### src/design/plfm_cfg.svh
// Constants of the peer link fault monitor: addresses, fields, codes
`ifndef PLFM_CFG_SVH
`define PLFM_CFG_SVH

// Analog address of the fault status word (2131 decimal)
`define PLFM_STAT_ADDR 16'h0853
// Discrete flag base, flag B sits at base plus B (4095 decimal)
`define PLFM_FLAG_BASE 16'h0FFF
// Width of the fault status word
`define PLFM_STAT_W 16
// Reset value of the fault status word
`define PLFM_STAT_RST 16'h0000
// Bit positions inside the fault status word
`define PLFM_BIT_LOSS1 0
`define PLFM_BIT_LOSS2 1
`define PLFM_BIT_INC1 2
`define PLFM_BIT_INC2 3
`define PLFM_BIT_PERR 4
// Exception codes carried in the answer data
`define PLFM_EXC_FUNC 16'h0001
`define PLFM_EXC_ADDR 16'h0002
// Channel output reset value
`define PLFM_CHAN_RST 16'h0000
// Positions of the pin inputs in the synchroniser vector
`define PLFM_PIN_LINK1 0
`define PLFM_PIN_LINK2 1
`define PLFM_PIN_P2EN 2
`define PLFM_PIN_BUS2 3
`define PLFM_PIN_INC1 4
`define PLFM_PIN_INC2 5
`define PLFM_PIN_PERR 6
`define PLFM_PIN_MB1 7
`define PLFM_PIN_MB2 8
`define PLFM_PIN_N 9

`endif

### src/design/plfm_pkg.sv
// Types of the peer link fault monitor
package plfm_pkg;

    // Port that carries station traffic
    typedef enum logic
    {
        PLFM_PORT_PRIMARY,
        PLFM_PORT_SECONDARY
    } plfm_port_type;

    // Read function codes understood on the request port
    typedef enum logic [7:0]
    {
        PLFM_FN_COILS = 8'h01,
        PLFM_FN_DISC = 8'h02,
        PLFM_FN_HOLD = 8'h03,
        PLFM_FN_INPUT = 8'h04
    } plfm_func_type;

endpackage : plfm_pkg

### src/design/plfm_sync.sv
// Two flop synchroniser bank for pin inputs
`timescale 1ns/100ps
module plfm_sync
#(
    parameter int W = 1
)
(
    // Clock and reset
    input wire logic clk_i,
    input wire logic rst_n_i,
    // Asynchronous pins in, synchronised levels out
    input wire logic [W-1:0] pin_i,
    output logic [W-1:0] sync_o
);
    import plfm_pkg::*;

    // All state of the bank
    typedef struct packed
    {
        logic [W-1:0] meta; // First stage, read by second only
        logic [W-1:0] sync; // Second stage
    } plfm_sync_type;

    plfm_sync_type r_ff;
    plfm_sync_type nxt_r;

    // Shift pins through both stages
    always_comb
    begin
        nxt_r = r_ff;
        nxt_r.meta = pin_i;
        nxt_r.sync = r_ff.meta;
    end

    // Register the bank; constant reset only
    always_ff @(posedge clk_i or negedge rst_n_i)
    begin
        if (!rst_n_i)
        begin
            r_ff <= '0;
        end
        else
        begin
            r_ff <= nxt_r;
        end
    end

    assign sync_o = r_ff.sync;

endmodule : plfm_sync

### src/design/plfm_monitor.sv
// Peer link fault monitor: failover, fault word, reads, output policy
//
// Operation
// - Primary link lost: move traffic to secondary
// - Switch only if secondary enabled and healthy
// - On failover: indicator red, fault bits set
// - Primary repaired: return, indicator green, bits clear
// - Any data-blocking fault flags and turns red
// - Status word readable on either port
// - Resume station traffic when master goes silent
// - Status word at 2131 for functions 3, 4
// - Bit B at 4095+B for functions 1, 2
// - Faulted channels hold last or drive preset
// - Bit 0: no primary producer communication
// - Bit 1: no secondary producer communication
// - Bit 2: module mismatch on primary
// - Bit 3: module mismatch on secondary
// - Bit 4: producer channel/module/base error
`timescale 1ns/100ps
`include "plfm_cfg.svh"
module plfm_monitor
#(
    parameter int NCH = 4, // Output channels
    parameter int DW = 16 // Channel data width
)
(
    // Clock and reset
    input wire logic clk_i,
    input wire logic rst_n_i,
    // Link health pins (asynchronous)
    input wire logic link1_ok_i,
    input wire logic link2_ok_i,
    input wire logic port2_p2p_en_i,
    input wire logic port2_bus_ok_i,
    // Producer fault pins (asynchronous)
    input wire logic incompat1_i,
    input wire logic incompat2_i,
    input wire logic prod_err_i,
    // Outside master talking on each port (asynchronous)
    input wire logic [1:0] master_busy_i,
    // Process data and failure policy (same clock)
    input wire logic [NCH*DW-1:0] chan_data_i,
    input wire logic [NCH-1:0] chan_valid_i,
    input wire logic [NCH-1:0] fail_preset_sel_i,
    input wire logic [NCH*DW-1:0] fail_preset_val_i,
    // Read requests from either port (same clock)
    input wire logic mb_req_i,
    input wire logic [7:0] mb_func_i,
    input wire logic [15:0] mb_addr_i,
    // Read answer
    output logic mb_rsp_valid_o,
    output logic mb_rsp_err_o,
    output logic [15:0] mb_rsp_data_o,
    // Status and control outputs
    output plfm_pkg::plfm_port_type active_port_o,
    output logic led_red_o,
    output logic [1:0] p2p_run_o,
    output logic [`PLFM_STAT_W-1:0] fault_status_o,
    output logic [NCH*DW-1:0] chan_out_o
);
    import plfm_pkg::*;

    // All state of the monitor
    typedef struct packed
    {
        plfm_port_type port; // Port carrying station traffic
        logic led; // Indicator red when set
        logic [1:0] run; // Station traffic allowed per port
        logic [`PLFM_STAT_W-1:0] stat; // Fault status word
        logic rsp_v; // Answer strobe
        logic rsp_e; // Answer is an exception
        logic [15:0] rsp_d; // Answer data
        logic [NCH*DW-1:0] chan; // Channel outputs
    } plfm_mon_type;

    plfm_mon_type r_ff;
    plfm_mon_type nxt_r;
    logic [`PLFM_PIN_N-1:0] pins; // Raw pin vector
    logic [`PLFM_PIN_N-1:0] sy; // Synchronised pins
    logic eligible; // Secondary may take traffic
    logic fault_any; // Process data unusable

    // Is this an analog read of the status word
    function automatic logic is_word(input logic [7:0] f,
                                     input logic [15:0] a);
        is_word = (f == PLFM_FN_HOLD || f == PLFM_FN_INPUT)
                  && a == `PLFM_STAT_ADDR;
    endfunction : is_word

    // Is this a discrete read inside the flag range
    function automatic logic is_flag(input logic [7:0] f,
                                     input logic [15:0] a);
        is_flag = (f == PLFM_FN_COILS || f == PLFM_FN_DISC)
                  && a >= `PLFM_FLAG_BASE
                  && a < `PLFM_FLAG_BASE + 16'(`PLFM_STAT_W);
    endfunction : is_flag

    // Gather the pins; they are outside this clock's domain
    assign pins[`PLFM_PIN_LINK1] = link1_ok_i;
    assign pins[`PLFM_PIN_LINK2] = link2_ok_i;
    assign pins[`PLFM_PIN_P2EN] = port2_p2p_en_i;
    assign pins[`PLFM_PIN_BUS2] = port2_bus_ok_i;
    assign pins[`PLFM_PIN_INC1] = incompat1_i;
    assign pins[`PLFM_PIN_INC2] = incompat2_i;
    assign pins[`PLFM_PIN_PERR] = prod_err_i;
    assign pins[`PLFM_PIN_MB1] = master_busy_i[0];
    assign pins[`PLFM_PIN_MB2] = master_busy_i[1];

    // Two flops on every pin before any decision
    plfm_sync #(.W(`PLFM_PIN_N)) u_sync
    (
        .clk_i(clk_i),
        .rst_n_i(rst_n_i),
        .pin_i(pins),
        .sync_o(sy)
    );

    // Secondary takes over only when configured and its bus is sound
    assign eligible = sy[`PLFM_PIN_P2EN] && sy[`PLFM_PIN_BUS2];

    // Data is unusable if the active link is down or producer faulted
    assign fault_any = r_ff.stat[`PLFM_BIT_PERR]
        | (r_ff.port == PLFM_PORT_PRIMARY
           ? r_ff.stat[`PLFM_BIT_LOSS1] | r_ff.stat[`PLFM_BIT_INC1]
           : r_ff.stat[`PLFM_BIT_LOSS2] | r_ff.stat[`PLFM_BIT_INC2]);

    // Next state of the whole monitor
    always_comb
    begin
        nxt_r = r_ff;
        // Fault bits are plain levels; no read touches them
        nxt_r.stat = `PLFM_STAT_RST;
        nxt_r.stat[`PLFM_BIT_LOSS1] = !sy[`PLFM_PIN_LINK1];
        nxt_r.stat[`PLFM_BIT_LOSS2] = !sy[`PLFM_PIN_LINK2];
        nxt_r.stat[`PLFM_BIT_INC1] = sy[`PLFM_PIN_INC1];
        nxt_r.stat[`PLFM_BIT_INC2] = sy[`PLFM_PIN_INC2];
        nxt_r.stat[`PLFM_BIT_PERR] = sy[`PLFM_PIN_PERR];
        // Port choice: primary unless it is down and secondary is sound
        nxt_r.port = PLFM_PORT_PRIMARY;
        if (!sy[`PLFM_PIN_LINK1] && eligible)
        begin
            nxt_r.port = PLFM_PORT_SECONDARY;
        end
        // Indicator tracks every fault; green once all clear
        nxt_r.led = |nxt_r.stat;
        // Yield the link while a master talks, resume on silence
        nxt_r.run[0] = !sy[`PLFM_PIN_MB1];
        nxt_r.run[1] = !sy[`PLFM_PIN_MB2] && eligible;
        // Read answer one cycle after the request, from any port
        nxt_r.rsp_v = mb_req_i;
        nxt_r.rsp_e = 1'b0;
        nxt_r.rsp_d = 16'h0000;
        if (mb_req_i)
        begin
            if (is_word(mb_func_i, mb_addr_i))
            begin
                nxt_r.rsp_d = r_ff.stat;
            end
            else if (is_flag(mb_func_i, mb_addr_i))
            begin
                // Single flag in bit 0 of the answer
                nxt_r.rsp_d[0] = r_ff.stat[4'(mb_addr_i
                                 - `PLFM_FLAG_BASE)];
            end
            else
            begin
                // Known read at a foreign address, else unknown function
                nxt_r.rsp_e = 1'b1;
                nxt_r.rsp_d = (mb_func_i >= PLFM_FN_COILS
                               && mb_func_i <= PLFM_FN_INPUT)
                              ? `PLFM_EXC_ADDR : `PLFM_EXC_FUNC;
            end
        end
        // Channels: live data when sound, else policy per channel
        for (int i = 0; i < NCH; i++)
        begin
            if (!fault_any)
            begin
                if (chan_valid_i[i])
                begin
                    nxt_r.chan[i*DW +: DW] = chan_data_i[i*DW +: DW];
                end
            end
            else if (fail_preset_sel_i[i])
            begin
                nxt_r.chan[i*DW +: DW] =
                    fail_preset_val_i[i*DW +: DW];
            end
            // Hold-last leaves the channel untouched
        end
    end

    // Register the whole monitor
    always_ff @(posedge clk_i or negedge rst_n_i)
    begin
        if (!rst_n_i)
        begin
            r_ff.port <= PLFM_PORT_PRIMARY;
            r_ff.led <= 1'b0;
            r_ff.run <= 2'h3;
            r_ff.stat <= `PLFM_STAT_RST;
            r_ff.rsp_v <= 1'b0;
            r_ff.rsp_e <= 1'b0;
            r_ff.rsp_d <= 16'h0000;
            r_ff.chan <= {NCH{DW'(`PLFM_CHAN_RST)}};
        end
        else
        begin
            r_ff <= nxt_r;
        end
    end

    // Outputs straight from flops
    assign mb_rsp_valid_o = r_ff.rsp_v;
    assign mb_rsp_err_o = r_ff.rsp_e;
    assign mb_rsp_data_o = r_ff.rsp_d;
    assign active_port_o = r_ff.port;
    assign led_red_o = r_ff.led;
    assign p2p_run_o = r_ff.run;
    assign fault_status_o = r_ff.stat;
    assign chan_out_o = r_ff.chan;

    property p_failover;
        @(posedge clk_i) disable iff (!rst_n_i)
        !sy[`PLFM_PIN_LINK1] && eligible
        |=> active_port_o == PLFM_PORT_SECONDARY ##0 led_red_o;
    endproperty
    a_failover: assert property (p_failover)
        else $error("no failover to secondary");

    property p_no_switch;
        @(posedge clk_i) disable iff (!rst_n_i)
        !eligible |=> active_port_o == PLFM_PORT_PRIMARY;
    endproperty
    a_no_switch: assert property (p_no_switch)
        else $error("switched to ineligible secondary");

    property p_return;
        @(posedge clk_i) disable iff (!rst_n_i)
        sy[`PLFM_PIN_LINK1] && !sy[`PLFM_PIN_INC1] && !sy[`PLFM_PIN_PERR]
        && sy[`PLFM_PIN_LINK2] && !sy[`PLFM_PIN_INC2]
        |=> active_port_o == PLFM_PORT_PRIMARY && !led_red_o;
    endproperty
    a_return: assert property (p_return)
        else $error("no return to primary with green");

    property p_red;
        @(posedge clk_i) disable iff (!rst_n_i)
        $rose(fault_status_o != 16'h0000) |-> led_red_o;
    endproperty
    a_red: assert property (p_red)
        else $error("fault without red indicator");

    property p_bit0;
        @(posedge clk_i) disable iff (!rst_n_i)
        $fell(link1_ok_i) ##1 !link1_ok_i[*2]
        |=> fault_status_o[`PLFM_BIT_LOSS1];
    endproperty
    a_bit0: assert property (p_bit0)
        else $error("primary loss bit not set in 3 cycles");

    property p_word;
        @(posedge clk_i) disable iff (!rst_n_i)
        mb_req_i && is_word(mb_func_i, mb_addr_i)
        |=> mb_rsp_valid_o && !mb_rsp_err_o
            && mb_rsp_data_o == $past(fault_status_o);
    endproperty
    a_word: assert property (p_word)
        else $error("status word answer wrong");

    property p_flag;
        @(posedge clk_i) disable iff (!rst_n_i)
        mb_req_i && is_flag(mb_func_i, mb_addr_i)
        |=> mb_rsp_data_o[0] == $past(fault_status_o[4'(mb_addr_i
            - `PLFM_FLAG_BASE)]) && mb_rsp_data_o[15:1] == 15'h0000;
    endproperty
    a_flag: assert property (p_flag)
        else $error("flag answer wrong");

    property p_hold;
        @(posedge clk_i) disable iff (!rst_n_i)
        fault_any && !fail_preset_sel_i[NCH-1]
        |=> $stable(chan_out_o[NCH*DW-1 -: DW]);
    endproperty
    a_hold: assert property (p_hold)
        else $error("held channel changed under fault");

    property p_resume;
        @(posedge clk_i) disable iff (!rst_n_i)
        $fell(master_busy_i[0]) ##1 !master_busy_i[0][*2]
        |=> p2p_run_o[0];
    endproperty
    a_resume: assert property (p_resume)
        else $error("station traffic not resumed");

endmodule : plfm_monitor

### config.mk
export PLATFORM = sky130hd
export DESIGN_NAME = plfm_monitor
export DESIGN_NICKNAME = d
export VERILOG_FILES = /design/src/design/plfm_pkg.sv /design/src/design/plfm_sync.sv /design/src/design/plfm_monitor.sv
export VERILOG_INCLUDE_DIRS = /design/src /design/src/design
export SDC_FILE = /design/constraint.sdc
export NUM_CORES = 1
export LEC_CHECK = 0
export BUFFER_PORTS_ARGS = -buffer_cell sky130_fd_sc_hd__buf_2
export CAP_MARGIN = 20
export CORE_AREA = 2 2 108 110
export CTS_CLUSTER_SIZE = 8
export DETAILED_ROUTE_END_ITERATION = 8
export DIE_AREA = 0 0 110 112
export HOLD_SLACK_MARGIN = 0.06
export PLACE_DENSITY = 0.78
export RECOVER_POWER = 25
export SYNTH_ARGS = -nofsm -noshare
export SYNTH_HDL_FRONTEND = slang
export SYNTH_SLANG_ARGS = --single-unit
### constraint.sdc
create_clock -name clk_i -period 2.8 [get_ports clk_i]
set_clock_uncertainty 0.05 [all_clocks]
set_input_delay 0.14 -clock clk_i [delete_from_list [all_inputs] [get_ports clk_i]]
set_output_delay 0.14 -clock clk_i [all_outputs]
set_load 0.005 [all_outputs]
==> metrics.txt, run 1 <==
Tmin final=2.66 ns; Max rail drop VDD=277 uV; Pwr per Cell Area=532 nW/um^2; #FFs+latches synth=98; Worst-path clk slew=0.07 ns; CP delay by family, top=buffers and inverters; Slew Viols, Final=0; layout cell share with drive strength beyond 1=40.2%; Vias=4140; drt initial violations=174; CP endpoint=chan_out_o[41]; Peak Freq=376 MHz; worst r2r dst=chan_out_o[41]; Rows=39; final instance area=6820 um^2; clock network power share=36.7%; Avg Vias per Cell=4.78; Ys Warns=0; setup TNS=0 ns; WP data required=2.96 ns; Die Height=112 um; Slew @ Worst Pin=1.03 ns; routed len/inst=14.8 um; worst reg-to-reg setup slack=0.14 ns; first-pass GRT wire length=19900 um; Synth Cell Area=4400 um^2; worst reg2reg path startpoint=fault_status_o[3]; GPL Wtd Cong=0.890; Worst Setup SP=fault_status_o[3]; most frequent cells in the layout=buf_2 (249), dfrtp_1 (96), dlygate4sd3_1 (73); largest net degree at the start of global routing=85; post-route clock period utilization=95.0%; Seq/Total Area, Yosys=55.8%; filler instances=921; Levels on crit path=7; Setup crit end kind=register; Num CTS Buffers=9; clk sinks=98; power consumption=3.63 mW; P_leak=3.33 nW; # setup viols final=0; Mapped Cells=393; Worst Hold Class=primary input to register; Die W=110 um; starting density of the core=39.3%; syn_area_per_cell=11.2 um^2; CTS tree=built; max incr delay on CP=0.58 ns; IO Port Bufs=251; Hold Vio Cnt, Final=0; H-tree level count=3; GRT overflow=0; clk buf depth=2; Nets=891; Post-Place Cell Area=5740 um^2; largest cells by area after synthesis=dfrtp_1 (55%), mux2i_1 (16%), o21ai_0 (7.6%); leading cell type in the layout, fill and taps excluded=buf_2; Maximum Capacitance Violations=0; switching share of power=24.9%; Post-Route WL=12900 um; WS Path Type=register to register; R2R depth=7; slowest CP cell=dlygate4sd3_1; net switching power=0.905 mW; Rel. slew slack=31.2%; die area=12300 um^2; worst path cell trace=or3b_2 -> a21oi_4 -> buf_12 -> buf_6 -> mux2i_1 -> dlygate4sd3_1 -> o21ai_0; Sequential Power Share=45.1%; Synth-to-Final Area Change=55.1%; Synth cell types=36; HPWL Detailed=8870 um; CP bufs+invs=3; ys async rst share=100%; CP Data Arrival Time=2.82 ns; Fin Hold WS=0.0615 ns; CP Max Fanout=35; Skew-Pair Late Insertion Delay=0.33 ns; RSZ-0062 raised after global routing=no; Comb power frac=18.2%; vias in the first global route=4329; 1st-pass router iterations=4; Post-synth EDFFs=0; core area=11200 um^2; Yosys top cell area share=54.6%; CP Launch Type=register; Synth area leader=dfrtp_1; initial antenna violation count=1; CTS root buf=clkbuf_16; status=completed; Post-synth top flop=dfrtp_1; drc violations=0; num ports=274; GR Util All Layers=21.0%; Routed Antenna Nets=0; fin util=61.0%; Pint=2.72 mW
power by group through the flow:
stage                     clock, mW  combinational (mW)  sequential [mW]
after floorplan                   0               0.232             1.66
after global placement            0               0.544             1.65
after detailed placement          0               0.566             1.66
after CTS                      1.37               0.654             1.63
after global routing           1.43               0.733             1.65
final                          1.33               0.661             1.63
what timing repair did:
item,4_1_cts,5_1_grt
buffers inserted,0,0
endpoints found under the hold margin,130,0
gates resized for setup,0,1
endpoints found under the setup margin,0,1
hold buffers,73,0
cell usage after synthesis (all sizes together), types with 3 or more instances:
cell,number
nor2,5
nor4,4
nand3,3
o21ai,67
nand2,68
inv,3
buf,29
and3,5
dfrtp,96
clkbuf,12
mux2i,69
or4,5
worst register-to-register path: cells and delay by family (launching register included):
| kind | cells | cell delay, ns |
|---|---|---|
| simple gates | 1 | 0.50 |
| compound gates | 2 | 0.23 |
| mux | 1 | 0.26 |
| buf+inv | 3 | 1.11 |
| flops | 1 | 0.40 |
how the worst min path moves through the flow:
stage	from	end	slack (ns)	depth (start not counted)
after floorplan	rst_n_i	active_port_o	-0.21	0
after global placement	link1_ok_i	u_sync.nxt_r[0]	0.20	1
after detailed placement	master_busy_i[0]	u_sync.nxt_r[7]	0.20	1
after CTS	fail_preset_val_i[27]	chan_out_o[27]	0.06	3
after global routing	chan_data_i[36]	chan_out_o[36]	0.07	3
final	fail_preset_val_i[27]	chan_out_o[27]	0.06	3
metrics by stage:
stage          std cells  setup slack [ns]
3_3_place_gp         776             0.590
4_1_cts              865             0.138
5_1_grt              866            0.0233
6_report             867             0.141
3_5_place_dp         776             0.461
2_1_floorplan        414             0.738
cell type report:
cell class	instances	area [um^2]	share of cell area [%]
Clock buffer	10	239	3.51
Inverter	3	11.3	0.165
Timing Repair Buffer	334	2100	30.8
Antenna cell	1	2.50	0.0367
Multi-Input combinational cell	272	1740	25.6
Clock inverter	6	90.1	1.32
Tap cell	143	179	2.62
Sequential cell	98	2450	36.0
state kept, by name, indices dropped and copies added, names as in the netlist:
signal          flops
active_port_o       1
p2p_run_o           2
u_sync.sync_o       9
fault_status_o      5
mb_rsp_err_o        1
chan_out_o         64
mb_rsp_valid_o      1
led_red_o           1
u_sync.nxt_r        9
mb_rsp_data_o       5
cells by family after synthesis:
family                     share of synthesized area, %
and+or+nand+nor                                    11.7
DFF                                                55.8
AOI/OAI and AO/OA                                  8.68
muxes                                              16.2
buffers and inverters                              6.83
xor gates and xnor gates                          0.398
adders and majority gates                         0.285
other                                            0.0853
routing by layer:
| metal | vias to the layer above | wire length [um] | global-route usage [%] |
|---|---|---|---|
| li1 | 1976 | - | - |
| met1 | 1935 | 4540 | 21.2 |
| met2 | 192 | 6880 | 38.3 |
| met3 | 37 | 1020 | 6.67 |
| met4 | 0 | 435 | 10.0 |
| met5 | - | 0 | 0 |
No activity file was read; power rests on OpenSTA's default activity.
==> run 2, diff against run 1 <==
- clock period: 2.8 -> 3 ns (I/O delays scaled with it)
==> metrics.txt, run 2 (synthesized netlist as in run 1, its figures left out) <==
status=finished with violations; failing checks=max-capacitance violations, max-slew violations; first-pass GRT wire length=19000 um (-4.9%); leading cell type in the layout, fill and taps excluded=buf_2; Slew @ Worst Pin=1.63 ns (+0.596 ns); Comb power frac=17.6% (-0.6 points); WS Path Type=register to register; clk buf depth=2 (unchanged); power consumption=3.37 mW (-7.2%); num ports=274 (unchanged); Worst Hold Class=primary input to register; RSZ-0062 raised after global routing=no; CP delay by family, top=buffers and inverters; drc violations=0 (unchanged); Setup crit end kind=register; Post-Place Cell Area=5740 um^2 (unchanged); Die Height=112 um (unchanged); Avg Vias per Cell=4.76 (-0.35%); Die W=110 um (unchanged); setup TNS=0 ns (unchanged); Synth-to-Final Area Change=51.5%; CP Launch Type=register; layout cell share with drive strength beyond 1=41.0% (+0.79 points); routed len/inst=14.5 um (-2.4%); worst path cell trace=or3b_2 -> a21oi_4 -> buf_6 -> buf_4 -> mux2i_1 -> dlygate4sd3_1 -> o21ai_0; Pint=2.51 mW (-7.8%); most frequent cells in the layout=buf_2 (250), dfrtp_1 (96), nand2_1 (68); n_diodes=0 (-1); GR Util All Layers=19.9% (-1.1 points); post-route clock period utilization=92.2% (-2.7 points); Placement Setup Slack=0.622 ns (+0.161 ns); Peak Freq=361 MHz (-3.9%); Hold Vio Cnt, Final=0 (unchanged); 1st-pass router iterations=4 (unchanged); Slew Viols, Final=76 (+76); initial antenna violation count=0 (-1); CTS root buf=clkbuf_16; vias in the first global route=4149 (-4.2%); CP bufs+invs=3 (unchanged); Routed Antenna Nets=0 (unchanged); GPL Wtd Cong=0.863 (-3.0%); Max rail drop VDD=254 uV (-8.5%); Tmin final=2.77 ns (+0.108 ns); filler instances=900 (-2.3%); setup bufs post-CTS=0 (unchanged); slowest CP cell=dlygate4sd3_1; WP data required=3.17 ns (+0.21 ns); Skew-Pair Late Insertion Delay=0.33 ns (about the same); Num CTS Buffers=9 (unchanged); die area=12300 um^2 (unchanged); max incr delay on CP=0.57 ns (about the same); Rows=39 (unchanged); # setup viols final=0 (unchanged); Pwr per Cell Area=505 nW/um^2 (-5.0%); H-tree level count=3 (unchanged); Nets=877 (-1.6%); net switching power=0.857 mW (-5.2%); P_leak=3.27 nW (-1.9%); Sequential Power Share=45.3% (+0.2 points); GRT overflow=0 (unchanged); starting density of the core=39.3% (unchanged); CTS tree=built; core area=11200 um^2 (unchanged); clk sinks=98 (unchanged); drt initial violations=126 (-28%); Maximum Capacitance Violations=1 (+1); largest net degree at the start of global routing=84 (-1.2%); HPWL Detailed=8930 um (+0.66%); clock network power share=37.1% (+0.4 points); CP Max Fanout=19 (-46%); Rel. slew slack=-8.48% (-40 points); max FFs per register=64 (unchanged); setup ws final=0.233 ns (+0.0918 ns); CP Data Arrival Time=2.94 ns (+0.12 ns); IO Port Bufs=251 (unchanged); final instance area=6660 um^2 (-2.3%); Vias=4054 (-2.1%); Post-Route WL=12300 um (-4.1%); switching share of power=25.5% (+0.52 points); Worst-path clk slew=0.07 ns (about the same)
## run 2: path summary, 6_finish.rpt
check / cells after the start / start / slack, ns / to
worst max register to register: 7 / fault_status_o[3] / 0.23 / chan_out_o[0]
worst min-delay path: 3 / fail_preset_val_i[3] / 0.07 / chan_out_o[3]
max in group asynchronous: 4 / rst_n_i / 0.62 / chan_out_o[42]
worst min register to register: 0 / u_sync.nxt_r[6] / 0.30 / u_sync.sync_o[6]
worst max-delay path: 7 / fault_status_o[3] / 0.23 / chan_out_o[0]
min in group asynchronous: 2 / rst_n_i / 0.23 / chan_out_o[12]
## run 2: through the flow
stage,util (%),std cells,hold slack [ns]
final,59.6,852,0.0662
after global placement,51.4,776,0.209
after CTS,59.6,851,0.0602
after global routing,59.6,852,0.0793
after floorplan,-,414,-0.196
after detailed placement,51.4,776,0.209
## run 2: power groups by stage
stage                     logic, mW  registers [mW]  clock network (mW)
after floorplan               0.216            1.55                   0
final                         0.592            1.53                1.25
after global routing          0.658            1.54                1.34
after global placement        0.506            1.55                   0
after detailed placement      0.526            1.55                   0
after CTS                     0.593            1.53                1.28
## run 2: cell type report
class / count / area, um^2 / share of cell area (%)
Inverter: 3 / 11.3 / 0.169
Sequential cell: 98 / 2450 / 36.9
Multi-Input combinational cell: 272 / 1740 / 26.2
Clock buffer: 9 / 225 / 3.38
Tap cell: 143 / 179 / 2.69
Clock inverter: 7 / 101 / 1.52
Timing Repair Buffer: 320 / 1950 / 29.2
## run 2: per-layer routing
metal,track usage [%],routed length [um],vias up
met5,0,0,-
met4,6.92,232,0
met3,6.15,998,18
met2,36.6,6660,183
met1,21.1,4450,1910
li1,-,-,1943
## run 2: worst min-delay path: stages
cell,delay [ns]
buf_2,0.08
mux2i_1,0.05
o21ai_0,0.13
## run 2: timing repair
item | CTS | global route
gates resized for setup | 0 | 1
hold buffers | 59 | 0
hold endpoints to repair | 119 | 0
setup endpoints to repair | 0 | 2
